--- config.mk ---
export PLATFORM = sky130hd
export DESIGN_NAME = ecio_port
export DESIGN_NICKNAME = d
export VERILOG_FILES = /design/src/ecio_pkg.sv /design/src/ecio_fedge.sv /design/src/ecio_status.sv /design/src/ecio_port.sv
export SDC_FILE = /design/constraint.sdc
export NUM_CORES = 1
export LEC_CHECK = 0
export ABC_CLOCK_PERIOD_IN_PS = 1100
export BUFFER_PORTS_ARGS = -buffer_cell sky130_fd_sc_hd__buf_2
export CAP_MARGIN = 20
export CORE_MARGIN = 8
export CORE_UTILIZATION = 45
export DETAILED_ROUTE_END_ITERATION = 6
export HOLD_SLACK_MARGIN = 0.05
export PLACE_DENSITY = 0.73
export SYNTH_ARGS = -nofsm -noshare
export SYNTH_HDL_FRONTEND = slang
export SYNTH_SLANG_ARGS = --single-unit
--- constraint.sdc ---
create_clock -name pclk -period 1.1 [get_ports pclk]
set_input_delay 0.165 -clock pclk [delete_from_list [all_inputs] [get_ports pclk]]
set_output_delay 0.165 -clock pclk [all_outputs]
set_load 0.02 [all_outputs]
--- src/ecio_pkg.sv ---
// constants shared by the external control port and its helper modules
// assumes a single clock domain (pclk) and an apb master on the register side
package ecio_pkg;

    // ****************************************************************
    // register map, byte addresses
    // ****************************************************************
    localparam logic [11:0] ECIO_OFS_CTRL  = 12'h000;
    localparam logic [11:0] ECIO_OFS_LIMIT = 12'h004;
    localparam logic [11:0] ECIO_OFS_CMD   = 12'h008;
    localparam logic [11:0] ECIO_OFS_PINS  = 12'h00C;

    // ****************************************************************
    // control register fields
    // ****************************************************************
    localparam int ECIO_CTRL_MAINS = 0;
    localparam int ECIO_CTRL_OUTP  = 1;
    localparam int ECIO_CTRL_BUSY  = 2;
    localparam int ECIO_CTRL_SYNC  = 3;
    localparam int ECIO_SYNC_W     = 2;

    // ****************************************************************
    // command inputs, index into the command vector
    // ****************************************************************
    localparam int ECIO_N_CMD       = 7;
    localparam int ECIO_CMD_OFF     = 0;
    localparam int ECIO_CMD_ON      = 1;
    localparam int ECIO_CMD_START   = 2;
    localparam int ECIO_CMD_STOP    = 3;
    localparam int ECIO_CMD_HOLD    = 4;
    localparam int ECIO_CMD_BRANCH1 = 5;
    localparam int ECIO_CMD_BRANCH2 = 6;

    // ****************************************************************
    // limiter sources and pin readback layout
    // ****************************************************************
    localparam int ECIO_N_LIM       = 4;
    localparam int ECIO_PINS_STAT   = 0;
    localparam int ECIO_PINS_CMDLVL = 8;
    localparam int ECIO_N_STAT      = 7;

    // ****************************************************************
    // reset values
    // ****************************************************************
    localparam logic [31:0] ECIO_RST_CTRL = 32'h0000_0000;
    localparam logic [6:0]  ECIO_RST_CMD  = 7'h00;
    localparam logic [6:0]  ECIO_IDLE_PIN = 7'h7F;

    typedef struct packed {
        logic                   mains_on;
        logic                   outp_en;
        logic                   sw_busy;
        logic [ECIO_SYNC_W-1:0] seq_sync;
        logic [ECIO_N_CMD-1:0]  cmd_flags;
        logic [ECIO_N_CMD-1:0]  cmd_pulse;
        logic [31:0]            prdata;
    } ecio_main_st_t;

endpackage

--- src/ecio_fedge.sv ---
// two-flop synchroniser and falling edge detector for idle-high command pins
// assumes pins are asynchronous to pclk and rest high when nobody drives them
`timescale 1ns/10ps
module ecio_fedge #(
    parameter int N = 7
) (
    input  wire logic         pclk,
    input  wire logic         presetn,
    input  wire logic         ce,
    input  wire logic [N-1:0] pin_n,
    output logic      [N-1:0] level,
    output logic      [N-1:0] fall
);
    typedef struct packed {
        logic [N-1:0] s1;
        logic [N-1:0] s2;
        logic [N-1:0] s3;
        logic [N-1:0] fall;
    } ecio_fe_st_t;

    ecio_fe_st_t st_ff;
    ecio_fe_st_t nxt_st;
    logic [N-1:0] edge_det;

    if (N < 1) begin : g_bad_n
        $error("ecio_fedge: N must be at least 1");
    end

    // ****************************************************************
    // per pin edge detection, only the second flop onward is looked at
    // ****************************************************************
    for (genvar i = 0; i < N; i++) begin : g_pin
        assign edge_det[i] = st_ff.s3[i] & ~st_ff.s2[i];
    end

    always_comb begin
        nxt_st      = st_ff;
        nxt_st.s1   = pin_n;
        nxt_st.s2   = st_ff.s1;
        nxt_st.s3   = st_ff.s2;
        nxt_st.fall = edge_det;
    end

    // resets to idle high so the release of reset never looks like a command
    always_ff @(posedge pclk or negedge presetn) begin
        if (!presetn) begin
            st_ff <= '{s1: '1, s2: '1, s3: '1, fall: '0};
        end else if (ce) begin
            st_ff <= nxt_st;
        end
    end

    assign level = st_ff.s3;
    assign fall  = st_ff.fall;
endmodule

--- src/ecio_status.sv ---
// registered status pin driver of the external control port
// assumes all sources come from logic on pclk
`timescale 1ns/10ps
module ecio_status
    import ecio_pkg::*;
(
    input  wire logic                   pclk,
    input  wire logic                   presetn,
    input  wire logic                   ce,
    input  wire logic                   mains_on,
    input  wire logic                   outp_en,
    input  wire logic [ECIO_N_LIM-1:0]  lim_act,
    input  wire logic                   sw_busy,
    input  wire logic [ECIO_SYNC_W-1:0] seq_sync,
    output logic      [ECIO_N_STAT-1:0] stat
);
    typedef struct packed {
        logic [ECIO_N_STAT-1:0] stat;
    } ecio_st_st_t;

    ecio_st_st_t st_ff;
    ecio_st_st_t nxt_st;

    always_comb begin
        nxt_st = st_ff;
        // any one limiter raises the shared flag
        nxt_st.stat = {1'b0, seq_sync, sw_busy, |lim_act, outp_en, mains_on};
    end

    // pins never float: a flop drives them from reset on
    always_ff @(posedge pclk or negedge presetn) begin
        if (!presetn) begin
            st_ff <= '0;
        end else if (ce) begin
            st_ff <= nxt_st;
        end
    end

    assign stat = st_ff.stat;
endmodule

--- src/ecio_port.sv ---
// external control port: status pins, edge commands and apb registers
// assumes an apb master on pclk and pins asynchronous to pclk
`timescale 1ns/10ps
module ecio_port
    import ecio_pkg::*;
#(
    parameter int ADDR_W = 12
) (
    input  wire logic                   pclk,
    input  wire logic                   presetn,
    input  wire logic                   ce,
    input  wire logic                   psel,
    input  wire logic                   penable,
    input  wire logic                   pwrite,
    input  wire logic [ADDR_W-1:0]      paddr,
    input  wire logic [31:0]            pwdata,
    output logic      [31:0]            prdata,
    output logic                        pready,
    output logic                        pslverr,
    input  wire logic [ECIO_N_CMD-1:0]  cmd_pin_n,
    input  wire logic                   lim_pos_peak,
    input  wire logic                   lim_neg_peak,
    input  wire logic                   lim_avg,
    input  wire logic                   lim_power,
    output logic                        mains_on_o,
    output logic                        outp_en_o,
    output logic                        limiter_o,
    output logic                        sw_busy_o,
    output logic      [ECIO_SYNC_W-1:0] seq_sync_o,
    output logic      [ECIO_N_CMD-1:0]  cmd_pulse
);
    ecio_main_st_t           st_ff;
    ecio_main_st_t           nxt_st;
    logic [ECIO_N_CMD-1:0]   cmd_level;
    logic [ECIO_N_CMD-1:0]   cmd_fall;
    logic [ECIO_N_CMD-1:0]   cmd_evt;
    logic [ECIO_N_LIM-1:0]   lim_act;
    logic [ECIO_N_STAT-1:0]  stat;
    logic [11:0]             addr;
    logic                    setup;
    logic                    wr_acc;
    logic                    mapped;
    logic [31:0]             rd_val;

    // the decoder compares twelve address bits, so wider buses are refused
    if (ADDR_W < 4 || ADDR_W > 12) begin : g_bad_addr_w
        $error("ecio_port: ADDR_W must be 4..12");
    end

    // ****************************************************************
    // command pins
    // ****************************************************************
    ecio_fedge #(
        .N       (ECIO_N_CMD)
    ) ecio_fedge_inst (
        .pclk    (pclk),
        .presetn (presetn),
        .ce      (ce),
        .pin_n   (cmd_pin_n),
        .level   (cmd_level),
        .fall    (cmd_fall)
    );

    // a held-low pin gives one event only; the detector flop is frozen with ce
    assign cmd_evt = cmd_fall & {ECIO_N_CMD{ce}};

    // ****************************************************************
    // status pins
    // ****************************************************************
    assign lim_act = {lim_power, lim_avg, lim_neg_peak, lim_pos_peak};

    ecio_status ecio_status_inst (
        .pclk     (pclk),
        .presetn  (presetn),
        .ce       (ce),
        .mains_on (st_ff.mains_on),
        .outp_en  (st_ff.outp_en),
        .lim_act  (lim_act),
        .sw_busy  (st_ff.sw_busy),
        .seq_sync (st_ff.seq_sync),
        .stat     (stat)
    );

    // no enable of any kind sits between the flops and the pins
    assign mains_on_o = stat[0];
    assign outp_en_o  = stat[1];
    assign limiter_o  = stat[2];
    assign sw_busy_o  = stat[3];
    assign seq_sync_o = stat[5:4];

    // ****************************************************************
    // apb decode
    // ****************************************************************
    assign addr    = 12'(paddr);
    assign setup   = psel & ~penable;
    assign wr_acc  = psel & penable & pwrite & ce;
    assign mapped  = (addr == ECIO_OFS_CTRL) || (addr == ECIO_OFS_LIMIT)
                  || (addr == ECIO_OFS_CMD)  || (addr == ECIO_OFS_PINS);
    // zero wait states; a frozen block holds the master off instead
    assign pready  = ce;
    assign pslverr = psel & penable & ~mapped;
    assign prdata  = st_ff.prdata;

    always_comb begin
        rd_val = 32'h0000_0000;
        unique case (addr)
            ECIO_OFS_CTRL: begin
                rd_val[ECIO_CTRL_MAINS] = st_ff.mains_on;
                rd_val[ECIO_CTRL_OUTP]  = st_ff.outp_en;
                rd_val[ECIO_CTRL_BUSY]  = st_ff.sw_busy;
                rd_val[ECIO_CTRL_SYNC +: ECIO_SYNC_W] = st_ff.seq_sync;
            end
            ECIO_OFS_LIMIT: begin
                rd_val[ECIO_N_LIM-1:0] = lim_act;
            end
            ECIO_OFS_CMD: begin
                rd_val[ECIO_N_CMD-1:0] = st_ff.cmd_flags;
            end
            ECIO_OFS_PINS: begin
                rd_val[ECIO_PINS_STAT +: ECIO_N_STAT]  = stat;
                rd_val[ECIO_PINS_CMDLVL +: ECIO_N_CMD] = cmd_level;
            end
            default: begin
                rd_val = 32'h0000_0000;
            end
        endcase
    end

    // ****************************************************************
    // next state
    // ****************************************************************
    always_comb begin
        nxt_st = st_ff;
        nxt_st.cmd_pulse = cmd_evt;
        // read data is captured in the setup phase, stable through access
        if (setup) begin
            nxt_st.prdata = rd_val;
        end
        if (wr_acc && addr == ECIO_OFS_CTRL) begin
            nxt_st.mains_on = pwdata[ECIO_CTRL_MAINS];
            nxt_st.outp_en  = pwdata[ECIO_CTRL_OUTP];
            nxt_st.sw_busy  = pwdata[ECIO_CTRL_BUSY];
            nxt_st.seq_sync = pwdata[ECIO_CTRL_SYNC +: ECIO_SYNC_W];
        end
        // pin commands beat a same-cycle software write; off beats on for safety
        if (cmd_evt[ECIO_CMD_ON]) begin
            nxt_st.outp_en = 1'b1;
        end
        if (cmd_evt[ECIO_CMD_OFF]) begin
            nxt_st.outp_en = 1'b0;
        end
        // write one to clear, a new event in the same cycle stays set
        if (wr_acc && addr == ECIO_OFS_CMD) begin
            nxt_st.cmd_flags = st_ff.cmd_flags & ~pwdata[ECIO_N_CMD-1:0];
        end
        nxt_st.cmd_flags = nxt_st.cmd_flags | cmd_evt;
    end

    always_ff @(posedge pclk or negedge presetn) begin
        if (!presetn) begin
            st_ff <= '{mains_on: 1'b0, outp_en: 1'b0, sw_busy: 1'b0,
                       seq_sync: '0, cmd_flags: ECIO_RST_CMD,
                       cmd_pulse: '0, prdata: ECIO_RST_CTRL};
        end else if (ce) begin
            st_ff <= nxt_st;
        end
    end

    assign cmd_pulse = st_ff.cmd_pulse;
endmodule

# [After elaboration in Yosys (flattened, before gate mapping)]
# Index checks and enable logic that the tools add are counted.
[op_classes] eq_ne=3 muxes=8 bitwise=25 reduce_logical=11
[ops] operator="12-bit by 4-bit equality test with 1-bit output (second input constant)" count=2
[ops] operator="4-bit one-hot mux with 4 select lines" count=1
[ops] operator="7-bit AND" count=2
[ops] operator="7-bit two-way mux" count=2
[ops] operator="1-bit AND" count=12
[ops] operator="12-bit by 3-bit equality test with 1-bit output (second input constant)" count=1
[ops] operator="12-bit zero test" count=1
[ops] operator="1-bit inverter" count=9
[ops] operator="7-bit inverter" count=1
[ops] operator="7-bit bitwise OR" count=1
[ops] operator="2-bit AND reduction" count=3
[ops] operator="4-bit two-way mux" count=1
[ops] operator="2-bit one-hot mux with 2 select lines" count=1
[ops] operator="4-bit OR reduction" count=1
[ops] operator="1-bit logical OR" count=3
[ops] operator="1-bit one-hot mux with 3 select lines" count=1
[ops] operator="3-bit nonzero test" count=1
[ops] operator="1-bit logical AND" count=2
[ops] operator="1-bit two-way mux" count=2
[word_totals] regBits=67 inputBits=61 out_inout_bits=47 word_cells=59

# [Logic depth before layout (Yosys ltp)]
[depth] word_depth=7 depth_mapped=7 mapped_depth_nobuf=4

# [Cells and area by module]
# From an unflattened synthesis, not the netlist that was laid out.
[unflattened] cells_unflattened=264 hier_area_um2=3268.1
[modules_own_cells] module="ecio_port" n_inst=1 cells_per_inst=173 area_per_inst_um2=1823.0 seq_area_each_um2=825.8
[modules_own_cells] module="ecio_fedge" n_inst=1 cells_per_inst=74 area_per_inst_um2=1182.4 seq_area_each_um2=726.9
[modules_own_cells] module="ecio_status" n_inst=1 cells_per_inst=17 area_per_inst_um2=262.8 seq_area_each_um2=150.1

# [Worst setup path before layout]
# Ideal clock, no wire load.
[synth_timing] path_type="input to register" start="input port ce" end="register st_ff[46] in the netlist's numbering" setup_time_ns=0.125 arrival_time_ns=1.319 t_required_ns=0.975 slack_ns=-0.344 cell_stages=6 path_buffers=3 cell_sequence="clkbuf_2 and4_1 clkbuf_1 and4_1 buf_4 mux2_2"
[synth_between] elab_chain_cells=3
[synth_rtl] item="from (decl)" line="ecio_port.sv:11" text="input wire logic ce,"
[synth_rtl] item="1-bit AND" line="ecio_port.sv:96" text="assign wr_acc = psel & penable & pwrite & ce;"
[synth_rtl] item="1-bit logical AND" line="ecio_port.sv:139" text="if (wr_acc && addr == ECIO_OFS_CTRL) begin"
[synth_rtl] item="2-bit AND reduction (no line) (*)"
[synth_rtl] item="to (signal assigned)" line="ecio_port.sv:161" text="st_ff <= '{mains_on: 1'b0, outp_en: 1'b0, sw_busy: 1'b0,"
[synth_rtl] item="to (signal assigned)" line="ecio_port.sv:165" text="st_ff <= nxt_st;"
[synth_rtl] item="to (decl)" line="ecio_port.sv:32" text="ecio_main_st_t st_ff;"
# Mark *: on every way between the ends. The rest lies on a longest branch, timed or not.
# A chain may end at the register's enable or synchronous reset.

# [Worst setup path after layout]
[layout_timing] start="input port paddr[9]" end="output port pslverr"
[layout_between] elab_chain_cells=6 elab_cells_between_ends=9 classes_between="3 x eq/ne; 2 x bitwise; 4 x reduce/logical"
[layout_rtl] item="from (decl)" line="ecio_port.sv:15" text="input wire logic [ADDR_W-1:0] paddr,"
[layout_rtl] item="12-bit by 3-bit equality test with 1-bit output / 12-bit zero test (equally long branches)" line="ecio_port.sv:97" text="assign mapped = (addr == ECIO_OFS_CTRL) || (addr == ECIO_OFS_LIMIT)"
[layout_rtl] item="1-bit logical OR" line="ecio_port.sv:97"
[layout_rtl] item="1-bit logical OR" line="ecio_port.sv:98" text="|| (addr == ECIO_OFS_CMD) || (addr == ECIO_OFS_PINS);"
[layout_rtl] item="1-bit logical OR (*)" line="ecio_port.sv:98"
[layout_rtl] item="1-bit inverter (*)" line="ecio_port.sv:101" text="assign pslverr = psel & penable & ~mapped;"
[layout_rtl] item="1-bit AND (*)" line="ecio_port.sv:101"
[layout_rtl] item="to (decl)" line="ecio_port.sv:19" text="output logic pslverr,"
# Marked as above.

==> flow_summary.ini <==
[power]
power_density_mw_per_mm2 = 1510
peakVddDrop_v = 0.000896
leakage_nw = 1.85

[placement]
pre_cts_slack_ps = -304
io_buffers = 64
gp_congestion = 0.800
hpwl_um = 5000
postPlaceCellArea_mm2 = 0.00355
post-place-cells = 406

[sta]
hold_viol_final = 0
worst_slack_ps = -104
holdWs_ps = 62.3
finClkSkew_ps = 7.96
min_period_ps = 1200
setup_viol = 17
timing.setup.tns_ps = -884
fmax_ghz = 0.830
slew_viol_final = 0
finalCritPeriodShare = 1.09
rsz0062_at_grt = true

[drt]
postRouteAntennaNets = 0
finalWirelength_um = 6800
vias = 2117
firstDrtPassIters = 4
avgRoutedWirePerCell_um = 15.7
drtIter0Drc = 59
via_per_inst = 4.90
drcViolationCount = 0

[logic_synthesis]
syn_area_mm2 = 0.00313
ys_ff_latch = 67
async_flop_share = 1.00
synth_commonest_cells = dfrtp_1 (46), buf_4 (41), nand2_1 (35)
synth_area_leader_cell = dfrtp_1
seq_area_frac_synth = 0.544
yosysMostFrequentCell = dfrtp_1
synth_area_per_cell_um2 = 11.7
yosysWarnings = 0
syn_inst = 268
synth_cell_types = 33
synth_top_area_share = 0.368
synth-main-ff-cell = dfrtp_1
synth.top_cells.by_area = dfrtp_1 (37%), dfstp_2 (18%), mux2_2 (11%)
synth_edf_count = 0

[worst_setup_path]
rr_endpoint = prdata[1]
r2r_slack_ps = -60
startpoint = paddr[9]
worstSetupEndpointType = primary output
r2r_start = ecio_status_inst.stat[1]
crit_path_max_fanout = 2
arrival_ps = 1040
critPathKind = input pin to primary output
critPathCapture = pslverr
r2r_cells = 3
required_ps = 940
start_kind = input pin

[die]
io_pins = 108
die_area_mm2 = 0.00989
design.core.area_mm2 = 0.00676
fp-row-count = 30
die_h_um = 99.4
die_w_um = 99.4
start_util = 0.464

[clock_network]
htreeDepth = 3
cts_buffers = 9
cts_tree = built
cts-root-buf = clkbuf_8
clkTransAtPathRegs_ps = 70
cts.sinks = 67
clockBufferDepth = 2
insertion_delay_ps = 340

[grt]
grt_pass1_wl_um = 11000
antenna_found_initial = 0
grt_pass1_vias = 2238
overflow = 0
track_usage = 0.143
grt_max_degree = 68

[run_status]
run_status = finished, violations left
violations = setup timing

[cells_and_area]
fillers = 574
fin_cells = 432
insertedDiodeCount = 0
area_growth_pct = 25.4
nets = 408
final_area_mm2 = 0.00393
drive_gt1_frac = 0.523

[hold_path]
hold_path_depth = 2
min-delay-path-class = input pin to flip-flop

[run]
cap_violations = 0
placed cells by master (no fill, tap or decap), types with 10 or more instances in the layout:
cell type and instances:
buf_2 55, dfrtp_1 42, nand2_1 35, mux2_2 26, buf_4 26, dfstp_2 21, conb_1 18, inv_1 16
buf_6 15, clkbuf_8 10
per-stage QoR:
step | total power, W | util
floorplan | 0.00360 | -
global placement | 0.00386 | 0.525
detailed placement | 0.00390 | 0.525
CTS | 0.00599 | 0.574
global route | 0.00620 | 0.581
finish | 0.00593 | 0.581
worst min path at each step:
stage	start	end	slack, ps
final	cmd_pin_n[0]	ecio_fedge_inst.nxt_st[14]	60
after global routing	cmd_pin_n[2]	ecio_fedge_inst.nxt_st[16]	60
after CTS	cmd_pin_n[0]	ecio_fedge_inst.nxt_st[14]	50
after detailed placement	presetn	ecio_fedge_inst.fall[5]	210
after global placement	presetn	ecio_fedge_inst.fall[4]	210
after floorplan	presetn	cmd_pulse[0]	-130
worst max-delay path, cell delays in order:
cell and delay, ps:
buf_6 100, nor4_4 280, buf_4 170, nand3_4 60, and3_4 150, buf_6 120
flip-flops by register name (all words and copies together) (netlist names):
signal / cells
ecio_fedge_inst.level: 7
prdata: 14
ecio_fedge_inst.nxt_st: 14
st_ff: 12
ecio_status_inst.stat: 6
cmd_pulse: 7
ecio_fedge_inst.fall: 7
what timing repair did:
action	CTS	global route
gates resized for setup	17	8
endpoints found under the setup margin	9	26
hold endpoints to repair	50	0
hold buffers	5	0
buffers inserted	3	2
pin swaps	7	10
kinds of logic after synthesis:
kind of cell / share of synthesized area
buffers and inverters: 0.133
DFF: 0.544
and+or+nand+nor: 0.102
other: 0.00120
muxes: 0.140
AOI/OAI and AO/OA: 0.0803
area by class of cell:
class	count	area, um2	share of cell area
clock inverters	5	52.6	0.0134
well taps	80	100	0.0255
multi-input cells	149	1120	0.284
inverters	16	60.1	0.0153
repair buffers	104	749	0.191
clock buffers	11	141	0.0360
flip-flops and latches	67	1710	0.435
power by group:
group          switching [W]  internal [W]
logic               0.000487      0.000472
registers           0.000157       0.00280
clock network       0.000918       0.00110
total                0.00156       0.00437
metal layers:
metal	GRT usage	part of all wire
met1	0.165	0.41
met2	0.236	0.50
met3	0.0475	0.084
met4	0.0629	0.014
met5	0	0
No activity file was read; power rests on OpenSTA's default activity.
